**config.mk**
```make
export PLATFORM = sky130hd
export DESIGN_NAME = timer16
export DESIGN_NICKNAME = d
export VERILOG_FILES = /design/src/timer_pkg.sv /design/src/edge_sync.sv /design/src/timer16.sv
export SDC_FILE = /design/constraint.sdc
export NUM_CORES = 1
export LEC_CHECK = 0
export ABC_AREA = 1
export BUFFER_PORTS_ARGS = -buffer_cell sky130_fd_sc_hd__buf_4
export CORE_MARGIN = 2
export CORE_UTILIZATION = 45
export DETAILED_ROUTE_END_ITERATION = 6
export PLACE_DENSITY = 0.68
export SYNTH_ARGS = -nofsm -noshare
export SYNTH_HDL_FRONTEND = slang
export SYNTH_SLANG_ARGS = --single-unit
```
**constraint.sdc**
```tcl
create_clock -name clock -period 1.9 [get_ports clock]
set_clock_uncertainty 0.05 [all_clocks]
set_input_delay 0.095 -clock clock [delete_from_list [all_inputs] [get_ports clock]]
set_output_delay 0.095 -clock clock [all_outputs]
set_load 0.01 [all_outputs]
```
**src/timer_pkg.sv**
```systemverilog
// constants for the sixteen bit timer/counter block
package timer_pkg;
  localparam int ADDR_W = 3;
  localparam logic [2:0] OFF_CONTROL = 3'h0;
  localparam logic [2:0] OFF_COUNT_LOW = 3'h1;
  localparam logic [2:0] OFF_COUNT_HIGH = 3'h2;
  localparam logic [2:0] OFF_IRQ_STATUS = 3'h3;
  localparam logic [2:0] OFF_IRQ_MASK = 3'h4;
  localparam int BIT_RUN = 0;
  localparam int BIT_SRC = 1;
  localparam int BIT_SYNC_N = 2;
  localparam int BIT_OSC_EN = 3;
  localparam int BIT_PS_LO = 4;
  localparam int BIT_SYSCLK = 6;
  localparam int BIT_WIDE = 7;
  localparam int IRQ_OVF = 0;
  localparam int IRQ_EVENT = 1;
  localparam logic [7:0] CONTROL_RESET = 8'h00;
  localparam logic [7:0] CONTROL_WMASK = 8'hbf;
  localparam logic [15:0] COUNT_RESET = 16'h0000;
  localparam logic [2:0] PS_RESET = 3'h0;
  localparam int INSTR_DIV = 4;
  localparam logic [1:0] INSTR_LAST = 2'h3;
endpackage : timer_pkg

```
**src/edge_sync.sv**
```systemverilog
// two-stage synchroniser with rising edge detect
`timescale 1ns/1ps
module edge_sync
  import timer_pkg::*;
(
  input wire logic clock,
  input wire logic rst_n,
  input wire logic din,
  output logic level,
  output logic rise
);
  logic meta_reg;
  logic sync_reg;
  logic last_reg;
  logic meta_next;
  logic sync_next;
  logic last_next;

  always_comb begin
    meta_next = din;
    sync_next = meta_reg;
    last_next = sync_reg;
  end

  always_ff @(posedge clock or negedge rst_n) begin
    if (!rst_n) begin
      meta_reg <= 1'b0;
      sync_reg <= 1'b0;
      last_reg <= 1'b0;
    end else begin
      meta_reg <= meta_next;
      sync_reg <= sync_next;
      last_reg <= last_next;
    end
  end

  assign level = sync_reg;
  assign rise = sync_reg & ~last_reg;
endmodule : edge_sync

```
**src/timer16.sv**
```systemverilog
// sixteen bit timer/counter with control, count and interrupt registers
// Function
// - control bit 0 runs the counter when set, halts it when clear.
// - control bit 7 selects buffered 16-bit access, else two 8-bit accesses.
// - control bit 6 is read-only, zero at reset, shows system clock from oscillator.
// - control bit 3 enables the dedicated low-power oscillator.
// - count appears as low and high bytes, both readable and writable.
// - software picks internal instruction clock or external/oscillator clock source.
// - special event trigger from compare/capture unit zeroes the count.
// - counter is always one 16-bit timer or counter, no 8-bit mode.
// - source clear counts instruction cycles at clock/4; set counts external pin rises, or oscillator rises when bit 3 is set.
// - wide mode low-byte read copies live high byte into high buffer.
// - wide mode high writes hit buffer; low write loads both bytes.
// - low-byte writes clear the prescaler; high-byte writes leave it.
`timescale 1ns/1ps
module timer16
  import timer_pkg::*;
#(
  parameter int COUNT_W = 16
) (
  input wire logic clock,
  input wire logic resetn,
  input wire logic [ADDR_W-1:0] addr,
  input wire logic [7:0] wdata,
  input wire logic wr_en,
  input wire logic rd_en,
  output logic [7:0] rdata,
  input wire logic ext_clock_in,
  input wire logic aux_osc_clock,
  input wire logic sysclk_from_aux_osc,
  input wire logic special_event,
  output logic aux_osc_enable,
  output logic overflow_pulse,
  output logic irq
);
  // byte lanes and the wrap compare are fixed at two bytes
  if (COUNT_W != 16) begin : g_width_check
    $error("timer16 supports only a 16-bit count");
  end

  logic rst_a_reg;
  logic rst_n;
  always_ff @(posedge clock or negedge resetn) begin
    if (!resetn) begin
      rst_a_reg <= 1'b0;
      rst_n <= 1'b0;
    end else begin
      rst_a_reg <= 1'b1;
      rst_n <= rst_a_reg;
    end
  end

  logic ext_rise;
  logic osc_rise;
  logic sys_level;
  logic evt_rise;
  edge_sync u_ext (.clock(clock), .rst_n(rst_n), .din(ext_clock_in), .level(),
    .rise(ext_rise));
  edge_sync u_osc (.clock(clock), .rst_n(rst_n), .din(aux_osc_clock), .level(),
    .rise(osc_rise));
  edge_sync u_sys (.clock(clock), .rst_n(rst_n), .din(sysclk_from_aux_osc), .level(sys_level),
    .rise());
  edge_sync u_evt (.clock(clock), .rst_n(rst_n), .din(special_event), .level(),
    .rise(evt_rise));

  logic [7:0] control_reg;
  logic [7:0] control_next;
  logic [15:0] count_reg;
  logic [15:0] count_next;
  logic [7:0] high_buf_reg;
  logic [7:0] high_buf_next;
  logic [2:0] ps_reg;
  logic [2:0] ps_next;
  logic [1:0] instr_reg;
  logic [1:0] instr_next;
  logic [1:0] status_reg;
  logic [1:0] status_next;
  logic [1:0] mask_reg;
  logic [1:0] mask_next;
  logic [7:0] rdata_reg;
  logic [7:0] rdata_next;
  logic ovf_reg;
  logic ovf_next;

  // prescale terminal value for a 2-bit select
  function automatic logic [2:0] ps_last(input logic [1:0] sel);
    ps_last = 3'((4'h1 << sel) - 4'h1);
  endfunction : ps_last

  logic wide;
  logic run;
  logic tick_src;
  logic tick;
  logic wr_low;
  logic wr_high;
  logic rd_low;
  logic [1:0] events;
  assign wide = control_reg[BIT_WIDE];
  assign run = control_reg[BIT_RUN];
  assign wr_low = wr_en && (addr == OFF_COUNT_LOW);
  assign wr_high = wr_en && (addr == OFF_COUNT_HIGH);
  assign rd_low = rd_en && (addr == OFF_COUNT_LOW);

  always_comb begin
    if (!control_reg[BIT_SRC]) begin
      tick_src = (instr_reg == INSTR_LAST);
    end else if (control_reg[BIT_OSC_EN]) begin
      tick_src = osc_rise;
    end else begin
      tick_src = ext_rise;
    end
  end

  assign tick = run && tick_src && (ps_reg == ps_last(control_reg[BIT_PS_LO+1 -: 2]));

  always_comb begin
    instr_next = 2'(instr_reg + 2'h1);
    ps_next = ps_reg;
    if (run && tick_src) begin
      ps_next = tick ? PS_RESET : 3'(ps_reg + 3'h1);
    end
    if (wr_low) begin
      ps_next = PS_RESET;
    end
  end

  // count path
  always_comb begin
    count_next = count_reg;
    high_buf_next = high_buf_reg;
    ovf_next = 1'b0;
    if (tick) begin
      count_next = 16'(count_reg + 16'h0001);
      ovf_next = (count_reg == 16'hffff);
    end
    if (rd_low && wide) begin
      high_buf_next = count_reg[15:8];
    end
    if (wr_high) begin
      if (wide) begin
        high_buf_next = wdata;
      end else begin
        count_next[15:8] = wdata;
        ovf_next = 1'b0;
      end
    end
    if (wr_low) begin
      ovf_next = 1'b0;
      count_next[7:0] = wdata;
      if (wide) begin
        count_next[15:8] = high_buf_reg;
      end
    end
    if (evt_rise) begin
      count_next = COUNT_RESET;
      ovf_next = 1'b0;
    end
  end

  assign events = {evt_rise, ovf_reg};

  // registers and irq bookkeeping
  always_comb begin
    control_next = control_reg;
    mask_next = mask_reg;
    status_next = status_reg;
    if (wr_en && addr == OFF_CONTROL) begin
      control_next = (wdata & CONTROL_WMASK) | (control_reg & ~CONTROL_WMASK);
    end
    control_next[BIT_SYSCLK] = sys_level;
    if (wr_en && addr == OFF_IRQ_MASK) begin
      mask_next = wdata[1:0];
    end
    if (wr_en && addr == OFF_IRQ_STATUS) begin
      status_next = status_reg & ~wdata[1:0];
    end
    // set beats a same-cycle clear
    status_next = status_next | events;
  end

  always_comb begin
    rdata_next = 8'h00;
    if (rd_en) begin
      if (addr == OFF_CONTROL) begin
        rdata_next = control_reg;
      end else if (addr == OFF_COUNT_LOW) begin
        rdata_next = count_reg[7:0];
      end else if (addr == OFF_COUNT_HIGH) begin
        rdata_next = wide ? high_buf_reg : count_reg[15:8];
      end else if (addr == OFF_IRQ_STATUS) begin
        rdata_next = {6'h00, status_reg};
      end else if (addr == OFF_IRQ_MASK) begin
        rdata_next = {6'h00, mask_reg};
      end else begin
        rdata_next = 8'h00;
      end
    end
  end

  always_ff @(posedge clock or negedge rst_n) begin
    if (!rst_n) begin
      control_reg <= CONTROL_RESET;
      count_reg <= COUNT_RESET;
      high_buf_reg <= 8'h00;
      ps_reg <= PS_RESET;
      instr_reg <= 2'h0;
      status_reg <= 2'h0;
      mask_reg <= 2'h0;
      rdata_reg <= 8'h00;
      ovf_reg <= 1'b0;
    end else begin
      control_reg <= control_next;
      count_reg <= count_next;
      high_buf_reg <= high_buf_next;
      ps_reg <= ps_next;
      instr_reg <= instr_next;
      status_reg <= status_next;
      mask_reg <= mask_next;
      rdata_reg <= rdata_next;
      ovf_reg <= ovf_next;
    end
  end

  assign rdata = rdata_reg;
  assign aux_osc_enable = control_reg[BIT_OSC_EN];
  assign overflow_pulse = ovf_reg;
  assign irq = |(status_reg & mask_reg);
endmodule : timer16

```
==> summary.txt <==
Outcome
  – Status: completed

Timing
  – Max Slew Vio Count: 0
  – Worst-margin pin slew: 0.5711 ns
  – Slew margin rel.: 61.89%
  – FMAX: 534.1 MHz
  – Final Hold Fails: 0
  – # setup viols final: 0
  – Fin crit period: 1.872 ns
  – TNS Setup: 0 ns
  – Final hold slack: 0.01247 ns
  – Period utilization: 98.54%

Place
  – Hpwl dp: 6.148 mm
  – Placed insts: 565
  – Port buffer count: 29
  – Dpl cell area: 3691 um^2
  – GPL Wtd Cong: 0.9395

Critical path
  – Buffers & Inverters on Critical Path: 0
  – Reg2Reg Setup Slack: 0.03 ns
  – Top Family by Delay on Critical Path: simple AND/OR/NAND/NOR gates
  – Crit start category: register
  – Crit path from: count_reg[1]
  – Worst reg2reg path depth: 9
  – Crit path DAT: 2.09 ns
  – Crit path cell chain: ha_2 > nand2_1 > nor3_4 > nand2_1 > o21ai_0 > nand2_1 > nand2_1 > nand3_1 > a21oi_1
  – Slowest-stage cell, CP: dfrtp_1
  – Crit path largest cell delay: 0.41 ns
  – Worst R2R Start: count_reg[1]
  – Stages on worst setup path: 9
  – Worst-path maximum fanout: 4
  – Critical path type: reg2reg
  – Worst Path Required: 2.12 ns
  – Critical path's most frequent cell: nand2_1
  – CP Capture Point: count_reg[12]
  – CP Capture Type: register
  – FF-to-FF End: count_reg[12]

Synthesis
  – Synth top area cells: dfrtp_1 (47%), nand2_1 (16%), o21ai_0 (6.6%)
  – Post-synth top area share: 47.49%
  – Ys async rst share: 100.0%
  – Mapped Area: 3319 um^2
  – Dominant synthesized flop cell: dfrtp_1
  – Post-synth EDFFs: 0
  – Sequential share of the synthesized area: 47.49%
  – Syn Nets: 459
  – Post-synth top area cell: dfrtp_1
  – Syn Inst Count: 437
  – Yosys cell types: 29
  – Avg Inst Size Synth: 7.596 um^2
  – Most numerous cell in the Yosys netlist: nand2_1
  – Synth top cells by count: nand2_1 (144), dfrtp_1 (63), inv_1 (50), o21ai_0 (44), nor2_1 (29)
  – Yosys reg bits: 63
  – Synth warn: 0

Floorplanning
  – Die area: 8079 um^2
  – Die height: 89.89 um
  – Row count: 31
  – Core area: 7214 um^2
  – Chip width: 89.89 um
  – Initial Util: 46.01%
  – IO Count: 30

Final layout
  – Area grow syn2layout: 20.51%
  – Fillers: 713
  – Layout Cells excl Fill: 594
  – Fin area: 4000 um^2
  – Total Nets Final: 512
  – Max reg flops: 16
  – Antenna Cells: 0
  – Share of post-route cells with drive strength above 1: 14.14%

Detailed routing
  – First-pass DRT Iterations: 5
  – DR vias: 3076
  – Post-DR wirelength/cell: 14.27 um
  – ANT nets after route: 0
  – Drt initial violations: 192
  – WL final: 8.479 mm
  – DRC: 0
  – Detailed-route vias per instance: 5.178

Clocking
  – Latest clock arrival within the worst-skew pair: 0.35 ns
  – Max clock buf depth: 2
  – Root Driver: clkbuf_8
  – Clock sinks: 63
  – Cts bufs inserted: 9
  – Clk slew on worst S/H paths: 0.07 ns
  – TritonCTS clock tree: yes
  – H-tree depth: 3

Power
  – Pint: 2.512 mW
  – Sw Share: 35.41%
  – Leakage: 1.934 nW
  – Max rail drop VDD: 0.6514 mV
  – Reg power frac: 47.7%
  – Power per cell area: 972.2 nW/um^2
  – Comb power frac: 24.7%
  – NetSw: 1.377 mW
  – Clk network pwr share: 27.6%
  – Power, Total: 3.889 mW

Global routing
  – Aggregate global routing overflow: 0
  – Pin count of the biggest net entering global routing: 62
  – Global Route Usage Sum: 21.89%
  – Vias in the first global route: 2800
  – First-pass GRT wire length: 13.79 mm
  – Initial antenna violation count: 0

Worst hold path
  – HP Class: in2reg

Job
  – Maxcap violations: 0
## worst reg2reg max path: cells and delay by family, from the launching register on
kind                       cells  cell delay, ns
and+or+nand+nor                6            0.73
adders and majority gates      1            0.22
AOI/OAI and AO/OA              2            0.38
DFF                            1            0.41
## kinds of logic after synthesis
group,Yosys count,synth area share (%)
flip-flops,63,47.49
XOR/XNOR,6,1.583
AO/OA/AOI/OAI,94,15.53
AND/OR/NAND/NOR,206,26.27
other,1,0.1130
adder cells (fa/ha/maj),3,1.131
buffers and inverters,64,7.878
## per-stage QoR
stage,utilization (%),setup slack [ns]
floorplan,-,0.2767
global placement,51.16,0.2014
detailed placement,51.16,0.1051
CTS,55.10,0.08858
global route,55.45,-0.07897
finish,55.45,0.02773
## cell type report
type | instances | area, um^2 | share of cell area [%]
Sequential cell | 63 | 1578 | 39.44
Multi-Input combinational cell | 310 | 1484 | 37.10
Timing Repair Buffer | 52 | 427.9 | 10.70
Inverter | 54 | 202.7 | 5.067
Clock buffer | 11 | 151.4 | 3.785
Tap cell | 99 | 123.9 | 3.097
Clock inverter | 5 | 32.53 | 0.8133
## cell usage in the layout (no fill, tap or decap), drive strengths merged, types with 2 or more instances in the layout
cell type / instances
xor2: 4
a31oi: 8
nor3: 2
nor2: 33
a221oi: 2
dfrtp: 63
buf: 42
clkinv: 3
o22ai: 9
dlygate4sd3: 10
o21ai: 44
o211ai: 3
nand4: 8
a21oi: 25
clkbuf: 11
ha: 3
nand3: 18
xnor2: 2
clkinvlp: 3
nand2: 144
inv: 53
## metal layers
metal / up-vias / share of wire, % / track usage (%)
li1: 1528 / - / -
met1: 1414 / 45 / 29.98
met2: 117 / 46 / 34.28
met3: 17 / 6.1 / 3.688
met4: 0 / 2.6 / 10.13
met5: - / 0 / 0
## how the worst min path moves through the flow
stage | depth (start not counted) | end | start | slack (ns)
after floorplan | 0 | rst_a_reg | resetn | -0.25
after global placement | 1 | rst_a_reg | resetn | -0.17
after detailed placement | 1 | rst_a_reg | resetn | -0.17
after CTS | 3 | high_buf_reg[1] | wdata[1] | 0.005
after global routing | 3 | high_buf_reg[1] | wdata[1] | 0.007
final | 3 | high_buf_reg[1] | wdata[1] | 0.01
## timing repair
| item | CTS | global route |
|---|---|---|
| setup buffers | 0 | 3 |
| endpoints found under the hold margin | 11 | 0 |
| hold buffers | 10 | 0 |
| setup endpoints to repair | 0 | 5 |
| gates resized for setup | 0 | 2 |
## power by group through the flow
stage | logic [mW] | registers [mW] | clock network (mW)
6_report | 0.959 | 1.86 | 1.07
3_3_place_gp | 0.903 | 1.87 | 0
5_1_grt | 1.10 | 1.88 | 1.16
2_1_floorplan | 0.652 | 1.81 | 0
3_5_place_dp | 0.918 | 1.87 | 0
4_1_cts | 0.939 | 1.84 | 1.09
No activity file was read; power rests on OpenSTA's default activity.
